`config.mk`:
```
export PLATFORM = sky130hd
export DESIGN_NAME = iosarb_builder
export DESIGN_NICKNAME = d
export VERILOG_FILES = /design/src/iosarb_pkg.sv /design/src/iosarb_builder.sv
export SDC_FILE = /design/constraint.sdc
export NUM_CORES = 1
export LEC_CHECK = 0
export ABC_AREA = 1
export BUFFER_PORTS_ARGS = -buffer_cell sky130_fd_sc_hd__buf_2
export CAP_MARGIN = 0
export CORE_MARGIN = 4
export CORE_UTILIZATION = 49
export CTS_CLUSTER_SIZE = 24
export DETAILED_ROUTE_END_ITERATION = 6
export GPL_TIMING_DRIVEN = 0
export PLACE_DENSITY = 0.86
export SYNTH_ARGS = -nofsm -noshare
export SYNTH_HDL_FRONTEND = slang
export SYNTH_SLANG_ARGS = --single-unit
```
`constraint.sdc`:
```
create_clock -name clk_in -period 3.77 [get_ports clk_in]
set_clock_uncertainty 0.2 [all_clocks]
set_input_delay 0.5655 -clock clk_in [delete_from_list [all_inputs] [get_ports clk_in]]
set_output_delay 0.5655 -clock clk_in [all_outputs]
set_load 0.1 [all_outputs]
```
`src/iosarb_pkg.sv`:
```
// Package with record layout, codes and slot constants for the alarm record builder
// Notes on behaviour
// RULE1: The module type code of a removed or inserted module fills bytes x+4 to x+8 of the record.
// RULE2: The interrupt type byte at x+1 tells removal from insertion.
// RULE3: The high byte of the module type code goes to byte x+7.
// RULE4: The low byte of the module type code goes to byte x+8.
// RULE5: Bytes x+4 to x+6 of a remove/insert record are driven to zero.
// RULE6: An update interrupt is raised on wrong parameters or on a mismatch with stored module data.
// RULE7: Byte x+4 of an update record holds the index of the data record that caused it.
// RULE8: Byte x+5 of an update record holds the count of updates that could not be reported.
// RULE9: Two missing modules, a missing end module, too many modules or a bus fault stop the station.
// RULE10: Startup is not completed when one or more slots are empty at power-up.
// RULE11: An invalid configuration sets every bit of the ID diagnostic for slots 4 to 35.
// RULE12: Module status 01 is reported for slots before the failing slot.
// RULE13: Module status 11 is reported for the failing slot and all after it.
package iosarb_pkg;
    localparam int unsigned SLOT_FIRST = 4;
    localparam int unsigned SLOT_LAST = 35;
    localparam int unsigned SLOT_COUNT = SLOT_LAST - SLOT_FIRST + 1;
    localparam int unsigned SLOT_IDX_W = 5;
    localparam logic [7:0] ITYPE_INSERT = 8'h03;
    localparam logic [7:0] ITYPE_REMOVE = 8'h04;
    localparam logic [7:0] ITYPE_UPDATE = 8'h06;
    localparam logic [7:0] BYTE_UNUSED = 8'h00;
    localparam logic [1:0] MST_OK = 2'h0;
    localparam logic [1:0] MST_FAULT = 2'h1;
    localparam logic [1:0] MST_NONE = 2'h3;
    localparam logic [7:0] CNT_MAX = 8'hFF;
    localparam logic [1:0] MISSING_LIMIT = 2'h2;
    localparam logic [31:0] ID_ALL_SET = 32'hFFFFFFFF;
endpackage : iosarb_pkg

```
`src/iosarb_builder.sv`:
```
// Record builder for remove/insert and update interrupts and configuration diagnostics
`timescale 1ns/1ps
module iosarb_builder (
    // Clock and reset
    input wire logic clk_in,
    input wire logic rst_b_in,
    // Remove/insert event
    input wire logic pull_evt_in,
    input wire logic pull_is_insert_in,
    input wire logic [15:0] module_type_code_in,
    // Update event
    input wire logic upd_evt_in,
    input wire logic upd_param_bad_in,
    input wire logic upd_mismatch_in,
    input wire logic [7:0] upd_index_in,
    input wire logic upd_lost_in,
    // Station configuration state
    input wire logic [1:0] missing_count_in,
    input wire logic end_module_missing_in,
    input wire logic too_many_modules_in,
    input wire logic backplane_fault_in,
    input wire logic powerup_in,
    input wire logic [4:0] fail_slot_in,
    // Record output
    output logic rec_valid_out,
    output logic [7:0] rec_type_out,
    output logic [7:0] rec_b4_out,
    output logic [7:0] rec_b5_out,
    output logic [7:0] rec_b6_out,
    output logic [7:0] rec_b7_out,
    output logic [7:0] rec_b8_out,
    // Diagnostics output
    output logic station_fail_out,
    output logic startup_ok_out,
    output logic [31:0] id_diag_out,
    output logic [63:0] mod_status_out
);
    logic rec_valid_q;
    logic [7:0] type_q, b4_q, b5_q, b6_q, b7_q, b8_q;
    logic [7:0] lost_q;
    logic fail_q, start_q, gap_q;
    logic [31:0] idd_q;
    logic [63:0] mst_q;
    logic [63:0] mst_d;
    wire upd_fire = upd_evt_in & (upd_param_bad_in | upd_mismatch_in); // RULE6
    wire invalid_cfg = (missing_count_in >= iosarb_pkg::MISSING_LIMIT) | end_module_missing_in
                     | too_many_modules_in | backplane_fault_in; // RULE9
    // A pull and an update in one cycle drop the update; it counts as lost like an outside loss
    wire upd_drop = upd_fire & pull_evt_in; // RULE8
    wire [8:0] lost_sum = {1'b0, lost_q}
                        + {7'h00, upd_lost_in & upd_drop, upd_lost_in ^ upd_drop};
    wire [7:0] lost_d = lost_sum[8] ? iosarb_pkg::CNT_MAX : lost_sum[7:0]; // RULE8

    // Status per slot index; index is relative to the first slot
    always_comb begin
        mst_d = '0;
        for (int i = 0; i < iosarb_pkg::SLOT_COUNT; i++) begin
            if (i < int'(fail_slot_in)) begin
                mst_d[2*i +: 2] = iosarb_pkg::MST_FAULT; // RULE12
            end else begin
                mst_d[2*i +: 2] = iosarb_pkg::MST_NONE; // RULE13
            end
        end
    end

    // Record bytes hold until the next record; only valid is a one-cycle pulse
    always_ff @(posedge clk_in or negedge rst_b_in) begin
        if (!rst_b_in) begin
            rec_valid_q <= 1'b0;
            type_q <= 8'h00;
            b4_q <= 8'h00;
            b5_q <= 8'h00;
            b6_q <= 8'h00;
            b7_q <= 8'h00;
            b8_q <= 8'h00;
        end else begin
            rec_valid_q <= pull_evt_in | upd_fire;
            if (pull_evt_in) begin
                // Remove/insert wins if both arrive; the update is counted as lost
                type_q <= pull_is_insert_in ? iosarb_pkg::ITYPE_INSERT
                                            : iosarb_pkg::ITYPE_REMOVE; // RULE2
                b4_q <= iosarb_pkg::BYTE_UNUSED; // RULE5 RULE1
                b5_q <= iosarb_pkg::BYTE_UNUSED; // RULE5
                b6_q <= iosarb_pkg::BYTE_UNUSED; // RULE5
                b7_q <= module_type_code_in[15:8]; // RULE3
                b8_q <= module_type_code_in[7:0]; // RULE4
            end else if (upd_fire) begin
                type_q <= iosarb_pkg::ITYPE_UPDATE;
                b4_q <= upd_index_in; // RULE7
                b5_q <= lost_q; // RULE8
                // Spare bytes are cleared so stale type code bytes never leak into an update
                b6_q <= iosarb_pkg::BYTE_UNUSED;
                b7_q <= iosarb_pkg::BYTE_UNUSED;
                b8_q <= iosarb_pkg::BYTE_UNUSED;
            end
        end
    end

    // Lost count saturates rather than wrapping so the master never sees a false low count
    always_ff @(posedge clk_in or negedge rst_b_in) begin
        if (!rst_b_in) begin
            lost_q <= 8'h00;
        end else begin
            lost_q <= lost_d; // RULE8
        end
    end

    // Diagnostics are registered so every status output changes on the same edge
    always_ff @(posedge clk_in or negedge rst_b_in) begin
        if (!rst_b_in) begin
            fail_q <= 1'b0;
            start_q <= 1'b0;
            gap_q <= 1'b0;
            idd_q <= 32'h0;
            mst_q <= 64'h0;
        end else begin
            fail_q <= invalid_cfg; // RULE9
            idd_q <= invalid_cfg ? iosarb_pkg::ID_ALL_SET : 32'h0; // RULE11
            mst_q <= invalid_cfg ? mst_d : 64'h0;
            if (powerup_in) begin
                gap_q <= (missing_count_in != 2'h0); // RULE10
            end
            // Power-up holds startup back one more cycle so the gap latch is read settled
            start_q <= ~invalid_cfg & ~powerup_in & ~gap_q; // RULE9 RULE10
        end
    end

    assign rec_valid_out = rec_valid_q;
    assign rec_type_out = type_q;
    assign rec_b4_out = b4_q;
    assign rec_b5_out = b5_q;
    assign rec_b6_out = b6_q;
    assign rec_b7_out = b7_q;
    assign rec_b8_out = b8_q;
    assign station_fail_out = fail_q;
    assign startup_ok_out = start_q;
    assign id_diag_out = idd_q;
    assign mod_status_out = mst_q;

    // Status pair at the failing slot and just before it, read by the slot checks
    wire [1:0] mst_at_slot = mod_status_out[{fail_slot_in, 1'b0} +: 2];
    wire [1:0] mst_before_slot = mod_status_out[{fail_slot_in - 5'h01, 1'b0} +: 2];

    // Remove/insert record checks
    a_ins_code_bytes: assert property (@(posedge clk_in) disable iff (!rst_b_in) // RULE3
        pull_evt_in |=> rec_b7_out == $past(module_type_code_in[15:8])
                        && rec_b8_out == $past(module_type_code_in[7:0]))
        else $error("type code bytes wrong");
    a_ins_zero_pad: assert property (@(posedge clk_in) disable iff (!rst_b_in) // RULE5
        pull_evt_in |=> rec_b4_out == 8'h00 && rec_b5_out == 8'h00 && rec_b6_out == 8'h00)
        else $error("pad bytes not zero");
    a_ins_type_byte: assert property (@(posedge clk_in) disable iff (!rst_b_in) // RULE2
        pull_evt_in |=> rec_type_out == ($past(pull_is_insert_in) ? iosarb_pkg::ITYPE_INSERT
                                                                  : iosarb_pkg::ITYPE_REMOVE))
        else $error("interrupt type wrong");
    a_ins_full_code: assert property (@(posedge clk_in) disable iff (!rst_b_in) // RULE1
        pull_evt_in |=> {rec_b4_out, rec_b5_out, rec_b6_out, rec_b7_out, rec_b8_out}
                        == {24'h000000, $past(module_type_code_in)})
        else $error("record code field wrong");
    a_ins_low_byte: assert property (@(posedge clk_in) disable iff (!rst_b_in) // RULE4
        pull_evt_in |=> rec_b8_out == $past(module_type_code_in[7:0]))
        else $error("low type code byte wrong");

    // Update record and lost count checks
    a_upd_raise: assert property (@(posedge clk_in) disable iff (!rst_b_in) // RULE6
        (upd_evt_in && !pull_evt_in && (upd_param_bad_in || upd_mismatch_in))
        |=> rec_valid_out && rec_type_out == iosarb_pkg::ITYPE_UPDATE)
        else $error("update not raised");
    a_upd_index: assert property (@(posedge clk_in) disable iff (!rst_b_in) // RULE7
        (upd_fire && !pull_evt_in) |=> rec_b4_out == $past(upd_index_in))
        else $error("update index wrong");
    a_upd_lost: assert property (@(posedge clk_in) disable iff (!rst_b_in) // RULE8
        (upd_fire && !pull_evt_in) |=> rec_b5_out == $past(lost_q))
        else $error("lost count wrong");
    a_upd_no_cause: assert property (@(posedge clk_in) disable iff (!rst_b_in) // RULE6
        (!pull_evt_in && !(upd_evt_in && (upd_param_bad_in || upd_mismatch_in)))
        |=> !rec_valid_out)
        else $error("record without a cause");
    a_lost_drop: assert property (@(posedge clk_in) disable iff (!rst_b_in) // RULE8
        (pull_evt_in && upd_evt_in && (upd_param_bad_in || upd_mismatch_in) && !upd_lost_in
            && lost_q != iosarb_pkg::CNT_MAX) |=> lost_q == $past(lost_q) + 8'h01)
        else $error("dropped update not counted");
    a_lost_idle: assert property (@(posedge clk_in) disable iff (!rst_b_in) // RULE8
        (!upd_lost_in && !(pull_evt_in && upd_evt_in && (upd_param_bad_in || upd_mismatch_in)))
        |=> $stable(lost_q))
        else $error("lost count moved without a loss");

    // Configuration diagnostics checks
    a_cfg_fail: assert property (@(posedge clk_in) disable iff (!rst_b_in) // RULE9
        (missing_count_in >= iosarb_pkg::MISSING_LIMIT || end_module_missing_in
            || too_many_modules_in || backplane_fault_in)
        |=> station_fail_out && !startup_ok_out)
        else $error("invalid config not failed");
    a_cfg_two_gone: assert property (@(posedge clk_in) disable iff (!rst_b_in) // RULE9
        missing_count_in >= iosarb_pkg::MISSING_LIMIT |=> station_fail_out)
        else $error("two missing modules not failed");
    a_cfg_end_gone: assert property (@(posedge clk_in) disable iff (!rst_b_in) // RULE9
        end_module_missing_in |=> station_fail_out)
        else $error("missing end module not failed");
    a_cfg_too_many: assert property (@(posedge clk_in) disable iff (!rst_b_in) // RULE9
        too_many_modules_in |=> station_fail_out)
        else $error("too many modules not failed");
    a_cfg_bus_fault: assert property (@(posedge clk_in) disable iff (!rst_b_in) // RULE9
        backplane_fault_in |=> station_fail_out)
        else $error("bus fault not failed");
    a_start_powerup: assert property (@(posedge clk_in) disable iff (!rst_b_in) // RULE10
        powerup_in |=> !startup_ok_out)
        else $error("started during power-up");
    a_gap_start: assert property (@(posedge clk_in) disable iff (!rst_b_in) // RULE10
        (powerup_in && missing_count_in != 2'h0) |=> ##1 !startup_ok_out)
        else $error("started with gap");
    a_id_diag: assert property (@(posedge clk_in) disable iff (!rst_b_in) // RULE11
        invalid_cfg |=> id_diag_out == iosarb_pkg::ID_ALL_SET)
        else $error("id diag not all set");
    a_id_clear: assert property (@(posedge clk_in) disable iff (!rst_b_in) // RULE11
        !invalid_cfg |=> id_diag_out == 32'h00000000)
        else $error("id diag set without cause");
    a_mst_first: assert property (@(posedge clk_in) disable iff (!rst_b_in) // RULE12
        (invalid_cfg && fail_slot_in != 5'h0) |=> mod_status_out[1:0] == iosarb_pkg::MST_FAULT)
        else $error("status before fail slot");
    a_mst_last: assert property (@(posedge clk_in) disable iff (!rst_b_in) // RULE13
        invalid_cfg |=> mod_status_out[63:62] == iosarb_pkg::MST_NONE)
        else $error("status from fail slot");
    a_mst_at_fail: assert property (@(posedge clk_in) disable iff (!rst_b_in) // RULE13
        invalid_cfg |=> ($stable(fail_slot_in) |-> mst_at_slot == iosarb_pkg::MST_NONE))
        else $error("status at fail slot");
    a_mst_before: assert property (@(posedge clk_in) disable iff (!rst_b_in) // RULE12
        (invalid_cfg && fail_slot_in != 5'h00)
        |=> ($stable(fail_slot_in) |-> mst_before_slot == iosarb_pkg::MST_FAULT))
        else $error("status just before fail slot");
endmodule : iosarb_builder

```
==> run_results.csv, run 1 <==
group,metric,value,unit
outcome,status,"finished clean",
sta,fmax,0.355,GHz
sta,period_share,0.748,
yosys,synth_cells,411,
setup_path,critPathRequiredTime,3000,ps
sta,fin_crit,2820,ps
setup_path,critPathTopFamily,"flip-flops",
clock_tree,numCtsBuffers,9,
yosys,synth.area.top_cells,"dfrtp_1 (53%), buf_4 (17%), nand2_1 (11%), nand3_1 (6.5%), inv_1 (3.1%)",
setup_path,crit-reg2reg-launch,"lost_q[0]$_DFF_PN0_",
global_routing,antenna_found_initial,0,
floorplan,start_util,0.506,
setup_path,critical_path_buf_inv_count,2,
setup_path,slowest_delay,1020,ps
clock_tree,clk_latency,350,ps
global_routing,grt_max_degree,67,
routing,wl_per_cell,13.0,um
finish,drive_above_1_share,0.458,
routing,first_iter_violations,158,
setup_path,crit_fanout,66,
floorplan,row_count,31,
yosys,syn_area,3670,sq um
yosys,synth.most_common_cell,"nand2_1",
yosys,synth_seq_cells,78,
global_routing,overflow,0,
setup_path,arrival,2060,ps
finish,fin_area,4960,sq um
routing,avgViaCountPerCell,4.43,
place,gp_congestion,0.907,
clock_tree,cts.repair.resized,0,
worst_hold_path,min_path_cells,2,
routing,drtAntennaViolNets,0,
floorplan,io-pin-count,190,
finish,antenna_cells,0,
sta,rsz0062_at_grt,"false",
clock_tree,ctsLongestPathBuffers,2,
yosys,syn_area_per_cell,8.93,sq um
sta,setup_tns,0,ps
floorplan,core_area,7250,sq um
clock_tree,cts_tree,"yes",
yosys,async_flop_share,1.00,
floorplan,die_w,94.6,um
yosys,ys.flop_type,"dfrtp_1",
finish,fill_cells,575,
clock_tree,postCtsSetupBuffers,0,
setup_path,crit_path_cell_trace,"buf_4 > buf_2",
sta,finalHoldViolations,0,
sta,worst_pin_slew,994,ps
worst_hold_path,hold_path_class,"input port to register",
setup_path,startpoint_type,"register",
place,io_buffers,175,
place,place_hpwl,7110,um
clock_tree,clkTransAtPathRegs,80,ps
worst_hold_path,min-delay-start,"powerup_in",
sta,drv_slew,0,
routing,dr_total_vias,3171,
clock_tree,holdBufCountCts,1,
yosys,synth.distinct_cells,19,
setup_path,critPathKind,"register to output port",
routing,drcViolationCount,0,
power,ir_drop,388,uV
clock_tree,cts-root-buf,"clkbuf_8",
sta,max_slew_margin,0.338,
floorplan,die_h,94.6,um
yosys,synth_top_cell_area_share,0.532,
global_routing,grt_pass1_wl,14600,um
global_routing,grt_use_total,0.211,
power,power_leakage,0.00281,uW
yosys,synth_warnings,0,
finish,area_delta_synth_final,35.2,%
finish,final_net_count,658,
clock_tree,htree_levels,3,
power,powerDensity,530,nW/um^2
setup_path,slowest_stage,"dfrtp_2",
yosys,synth_common_cells,"nand2_1 (107), buf_4 (82), dfrtp_1 (78), nand3_1 (48)",
setup_path,reg2regPathDepth,6,
routing,routed_wl,9290,um
setup_path,crit_start,"mod_status_out[62]$_DFF_PN0_",
yosys,synth_edf_count,0,
sta,setup_viol,0,
yosys,yosys.area.top_type,"dfrtp_1",
yosys,ys_seq_area_frac,0.532,
global_routing,first_global_vias,3059,
routing,firstDrtPassIters,5,
floorplan,dieArea,8940,sq um
run,max_cap_violations,0,
place,placed_area,4750,sq um
setup_path,end_kind,"output port",
clock_tree,clock_sinks,78,
setup_path,cp.depth,2,
[metal layers]
metal | vias to the layer above | part of all wire | GRT usage
met4 | 0 | 0.0087 | 0.0517
met1 | 1427 | 0.37 | 0.247
met5 | - | 0 | 0
li1 | 1593 | - | -
met2 | 143 | 0.52 | 0.368
met3 | 8 | 0.10 | 0.0797
[metrics by stage]
stage	cells	hold slack [ps]	utilization	setup WS (ps)	total power, uW
after global placement	697	221	0.650	810	1960
after global routing	715	182	0.684	804	2760
after detailed placement	698	233	0.654	743	1990
after floorplan	423	69.9	-	618	1800
after CTS	715	168	0.684	918	2660
final	715	195	0.684	949	2630
[kinds of logic after synthesis]
kind of cell    Yosys count  synth area share
simple gates            188             0.212
buf+inv                 119             0.207
fa+ha+maj                 4            0.0157
flops                    78             0.532
compound gates           20            0.0303
xor+xnor                  1           0.00239
other cells               1           0.00102
[report_power, final]
part	internal [uW]	leakage [uW]	switching [uW]
Combinational	176	0.00175	794
Clock	370	0.000107	291
Sequential	928	0.000957	72.2
[state kept, by name (all words and copies together), names as in the netlist]
register	count
rec_valid_out	1
rec_b8_out	8
rec_b5_out	8
rec_type_out	3
startup_ok_out	1
rec_b7_out	8
lost_q	8
mod_status_out	32
rec_b4_out	8
gap_q	1
[worst paths after layout]
kind | end | slack [ps]
worst min register to register | startup_ok_out$_DFF_PN0_ | 240
min in group asynchronous | mod_status_out[55]$_DFF_PN0_ | 460
worst max-delay path | mod_status_out[48] | 950
worst max register to register | lost_q[3]$_DFF_PN0_ | 1940
max in group asynchronous | rec_type_out[0]$_DFFE_PN0P_ | 2340
worst min-delay path | startup_ok_out$_DFF_PN0_ | 200
[cell usage in the layout, fill, tap and decap left out, types with 9 or more instances in the layout]
master | Yosys | layout
buf_2 | 5 | 179
nand2_1 | 107 | 107
buf_4 | 82 | 83
dfrtp_1 | 78 | 77
nand3_1 | 48 | 48
inv_1 | 30 | 30
nor2_1 | 30 | 30
conb_1 | 1 | 13
o21ai_0 | 10 | 10
a21oi_1 | 9 | 9
clkbuf_8 | 0 | 9
[layout make-up]
type / count / area [sq um] / share of cell area
clock buffer: 11 / 131 / 0.0265
buffer: 88 / 644 / 0.130
sequential: 78 / 1950 / 0.393
clock inverter: 5 / 75.1 / 0.0151
timing repair buffer: 177 / 916 / 0.185
inverter: 31 / 116 / 0.0234
multi-input combinational: 226 / 1000 / 0.202
tap: 99 / 124 / 0.0250
Power figures use the tool's default switching activity.
==> run 2, diff against run 1 <==
CORE_UTILIZATION = 41   (was 49)
PLACE_DENSITY = 0.76   (was 0.86)
clock period = 2.5 ns   (was 3.77 ns; I/O delays follow)
==> run 2 against run 1 <==
  * Total power rose by 44%
  * Global-route usage shrank 3.6 points
  * Sequential power up 51%
  * Critical path depth unchanged
  * Setup slack worse by 780 ps
  * Die area increased by 18%
==> run_results.csv, run 2 (synthesized netlist as in run 1, its figures left out) <==
group,metric,value,unit
setup_path,crit_fanout,66,
routing,first_iter_violations,116,
clock_tree,clkTransAtPathRegs,80,ps
place,place_hpwl,7260,um
routing,wl_per_cell,13.2,um
setup_path,arrival,1760,ps
outcome,status,"finished clean",
routing,dr_total_vias,3250,
worst_hold_path,hold_path_class,"input port to register",
place,pre_cts_ws,-391,ps
clock_tree,ctsLongestPathBuffers,2,
routing,drcViolationCount,0,
finish,area_delta_synth_final,34.9,%
clock_tree,clk_latency,340,ps
sta,worst_pin_slew,554,ps
clock_tree,clock_sinks,78,
floorplan,die_w,103,um
place,dpl.cell_count,707,
floorplan,io-pin-count,190,
floorplan,dieArea,10500,sq um
sta,setup_tns,0,ps
run,max_cap_violations,0,
global_routing,first_global_vias,2911,
routing,drtAntennaViolNets,0,
sta,setup_ws,167,ps
sta,setup_viol,0,
routing,avgViaCountPerCell,4.49,
routing,firstDrtPassIters,7,
global_routing,grt_use_total,0.175,
global_routing,grt_pass1_wl,14300,um
floorplan,die_h,103,um
finish,layout_commonest_cell,"buf_2",
clock_tree,cts_tree,"yes",
sta,fmax,0.429,GHz
finish,largest_reg_flops,32,
setup_path,critPathRequiredTime,1920,ps
finish,stdcell_count,724,
setup_path,critPathKind,"register to output port",
finish,final_net_count,659,
global_routing,overflow,0,
floorplan,row_count,34,
sta,rsz0062_at_grt,"false",
global_routing,antenna_found_initial,1,
clock_tree,htree_levels,3,
finish,drive_above_1_share,0.460,
finish,fill_cells,809,
global_routing,grt_max_degree,67,
power,power_leakage,0.00279,uW
setup_path,end_kind,"output port",
sta,period_share,0.933,
floorplan,start_util,0.421,
place,gp_congestion,0.846,
routing,routed_wl,9550,um
clock_tree,cts-root-buf,"clkbuf_8",
sta,fin_crit,2330,ps
power,powerDensity,765,nW/um^2
floorplan,core_area,8720,sq um
sta,max_slew_margin,0.631,
setup_path,startpoint_type,"register",
finish,final_cell_mix,"buf_2 (178), nand2_1 (107), buf_4 (84)",
clock_tree,numCtsBuffers,9,
power,p_total,3790,uW
sta,finalHoldViolations,0,
sta,hold_slack,21.8,ps
power,ir_drop,330,uV
sta,drv_slew,0,
place,io_buffers,175,
-- run 2: path summary, 6_finish.rpt --
kind                                                    from                            to  slack [ps]  cells past startpoint
worst min-delay path                         upd_index_in[3]     rec_b4_out[3]$_DFFE_PN0P_          20                      3
worst max register to register           lost_q[0]$_DFF_PN0_           lost_q[6]$_DFF_PN0_         700                      7
worst max-delay path            mod_status_out[62]$_DFF_PN0_            mod_status_out[10]         170                      2
max in group asynchronous                           rst_b_in  mod_status_out[62]$_DFF_PN0_        1240                      3
worst min register to register             gap_q$_DFFE_PN0P_      startup_ok_out$_DFF_PN0_         240                      1
min in group asynchronous                           rst_b_in     rec_b5_out[2]$_DFFE_PN0P_         260                      2
-- run 2: worst max-delay path, stage by stage (launching register included) --
cell and delay, ps:
dfrtp_4 790, buf_4 200, buf_2 420
-- run 2: area by class of cell --
class	count	area [sq um]	area share
sequential	78	1960	0.395
multi-input combinational	226	1010	0.203
timing repair buffer	179	933	0.188
buffer	87	639	0.129
clock buffer	10	138	0.0278
tap	108	135	0.0273
inverter	31	119	0.0240
clock inverter	4	25.0	0.00505
antenna	1	2.50	0.000505
-- run 2: report_power, final --
part	internal, uW	switching [uW]	total (uW)	leakage [uW]
combinational	267	1200	1470	0.00175
sequential	1400	109	1510	0.000958
clock	373	440	813	0.0000800
-- run 2: repair_timing --
item,CTS,global route
hold buffers,2,0
setup buffers,1,0
setup endpoints to repair,71,7
hold endpoints to repair,19,0
pin swaps,1,0
resized for setup,1,3
-- run 2: per-stage QoR --
stage | util | cell area [sq um]
floorplan | - | 3720
global route | 0.568 | 4950
CTS | 0.568 | 4950
detailed placement | 0.546 | 4760
global placement | 0.542 | 4730
finish | 0.568 | 4950
-- run 2: metal layers --
layer | GRT usage | vias up | part of all wire
li1 | - | 1590 | -
met1 | 0.187 | 1493 | 0.36
met2 | 0.310 | 151 | 0.50
met3 | 0.0737 | 16 | 0.13
met4 | 0.0616 | 0 | 0.016
met5 | 0 | - | 0
==> run 3, diff against run 2 <==
CORE_MARGIN = 2   (was 4)
PLACE_DENSITY = 0.75   (was 0.76)
==> run 3 against run 2 <==
  * Maximum frequency is 1.6% lower
  * Register-to-register slack worse by 70 ps
  * Core utilization up 0.53 points
  * Final area increased by 0.93%
  * Final cell count rose by 0.41%
  * Highest routed layer unchanged
==> run_results.csv, run 3 (synthesized netlist as in run 1, its figures left out) <==
group,metric,value,unit
outcome,status,"finished clean",
setup_path,critPathKind,"register to output port",
setup_path,r2r_end,"lost_q[3]$_DFF_PN0_",
setup_path,slowest_delay,810,ps
setup_path,crit_start,"mod_status_out[62]$_DFF_PN0_",
floorplan,core_area,8720,sq um
routing,firstDrtPassIters,4,
sta,hold_slack,29.8,ps
global_routing,overflow,0,
clock_tree,ctsLongestPathBuffers,2,
place,gp_congestion,0.928,
routing,drtAntennaViolNets,0,
power,p_total,3910,uW
routing,dr_total_vias,3254,
finish,largest_reg_flops,32,
finish,layout_commonest_cell,"buf_2",
setup_path,crit_fanout,66,
worst_hold_path,min_path_cells,3,
routing,first_iter_violations,121,
sta,fin_crit,2370,ps
clock_tree,clock_sinks,78,
floorplan,die_h,98.6,um
clock_tree,numCtsBuffers,9,
routing,drcViolationCount,0,
finish,stdcell_count,727,
power,powerDensity,783,nW/um^2
setup_path,crit_end,"mod_status_out[26]",
setup_path,startpoint_type,"register",
place,dpl.cell_count,707,
sta,rsz0062_at_grt,"false",
global_routing,antenna_found_initial,0,
global_routing,grt_use_total,0.192,
floorplan,dieArea,9730,sq um
setup_path,end_kind,"output port",
setup_path,crit_path_cell_trace,"buf_4 > buf_2",
sta,worst_pin_slew,584,ps
global_routing,first_global_vias,3157,
clock_tree,cts-root-buf,"clkbuf_8",
sta,setup_viol,0,
finish,area_delta_synth_final,36.2,%
floorplan,start_util,0.421,
floorplan,io-pin-count,190,
place,place_hpwl,7100,um
setup_path,reg2regPathDepth,6,
finish,final_net_count,661,
setup_path,crit-reg2reg-launch,"lost_q[0]$_DFF_PN0_",
setup_path,critPathRequiredTime,1920,ps
global_routing,grt_max_degree,67,
clock_tree,cts_tree,"yes",
routing,routed_wl,9330,um
routing,avgViaCountPerCell,4.48,
floorplan,die_w,98.6,um
run,max_cap_violations,0,
sta,setup_tns,0,ps
sta,drv_slew,0,
global_routing,grt_pass1_wl,14900,um
sta,max_slew_margin,0.610,
sta,finalHoldViolations,0,
setup_path,slowest_stage,"dfrtp_4",
finish,final_cell_mix,"buf_2 (178), nand2_1 (107), buf_4 (84)",
worst_hold_path,hold_path_class,"input port to register",
finish,fill_cells,792,
clock_tree,clkTransAtPathRegs,80,ps
setup_path,r2r_setup_slack,630,ps
finish,drive_above_1_share,0.459,
clock_tree,htree_levels,3,
clock_tree,clk_latency,350,ps
setup_path,arrival,1790,ps
power,power_leakage,0.00281,uW
floorplan,row_count,34,
finish,antenna_cells,0,
sta,period_share,0.948,
sta,fmax,0.422,GHz
place,io_buffers,175,
routing,wl_per_cell,12.8,um
power,ir_drop,450,uV
run 3: repair_timing:
action                     CTS  global route
setup endpoints to repair   68             7
hold buffers                 4             0
resized for setup            1             0
pin swaps                    1             0
buffers inserted             1             0
hold endpoints to repair    32             0
run 3: layout make-up:
cell class	instances	area (sq um)	share of cell area
plain buffers	87	639	0.128
clock buffers	9	124	0.0248
clock inverters	7	72.6	0.0145
inverters	31	116	0.0233
multi-input cells	226	1000	0.201
flip-flops and latches	78	1960	0.391
well taps	108	135	0.0270
repair buffers	181	953	0.191
run 3: stage by stage:
step | instance area, sq um | util | worst slack (ps)
after floorplan | 3720 | - | 59.9
after global placement | 4730 | 0.542 | -273
after detailed placement | 4760 | 0.546 | -396
after CTS | 5000 | 0.574 | 46.7
after global routing | 5000 | 0.573 | 10.2
final | 5000 | 0.573 | 130
run 3: per-layer routing:
metal	part of all wire	global-route usage	vias up
li1	-	-	1592
met3	0.10	0.0766	15
met1	0.36	0.203	1485
met5	0	0	-
met2	0.52	0.347	162
met4	0.021	0.0685	0
run 3: worst min-delay path by stage:
| stage | slack, ps | end | start |
|---|---|---|---|
| floorplan | -120 | gap_q$_DFFE_PN0P_ | rst_b_in |
| global placement | 220 | startup_ok_out$_DFF_PN0_ | gap_q$_DFFE_PN0P_ |
| detailed placement | 130 | mod_status_out[31]$_DFF_PN0_ | rst_b_in |
| CTS | 10 | rec_b4_out[1]$_DFFE_PN0P_ | upd_index_in[1] |
| global route | 20 | rec_b7_out[5]$_DFFE_PN0P_ | module_type_code_in[13] |
| finish | 30 | rec_b8_out[2]$_DFFE_PN0P_ | module_type_code_in[2] |
run 3: critical path, delay by kind of cell (launching register included):
kind / cells / cell delay [ps]
buf+inv: 2 / 610
flops: 1 / 810
run 3: report_power, final:
group	internal, uW	switching, uW	total, uW
combinational	268	1200	1470
clock	464	466	930
sequential	1400	115	1510
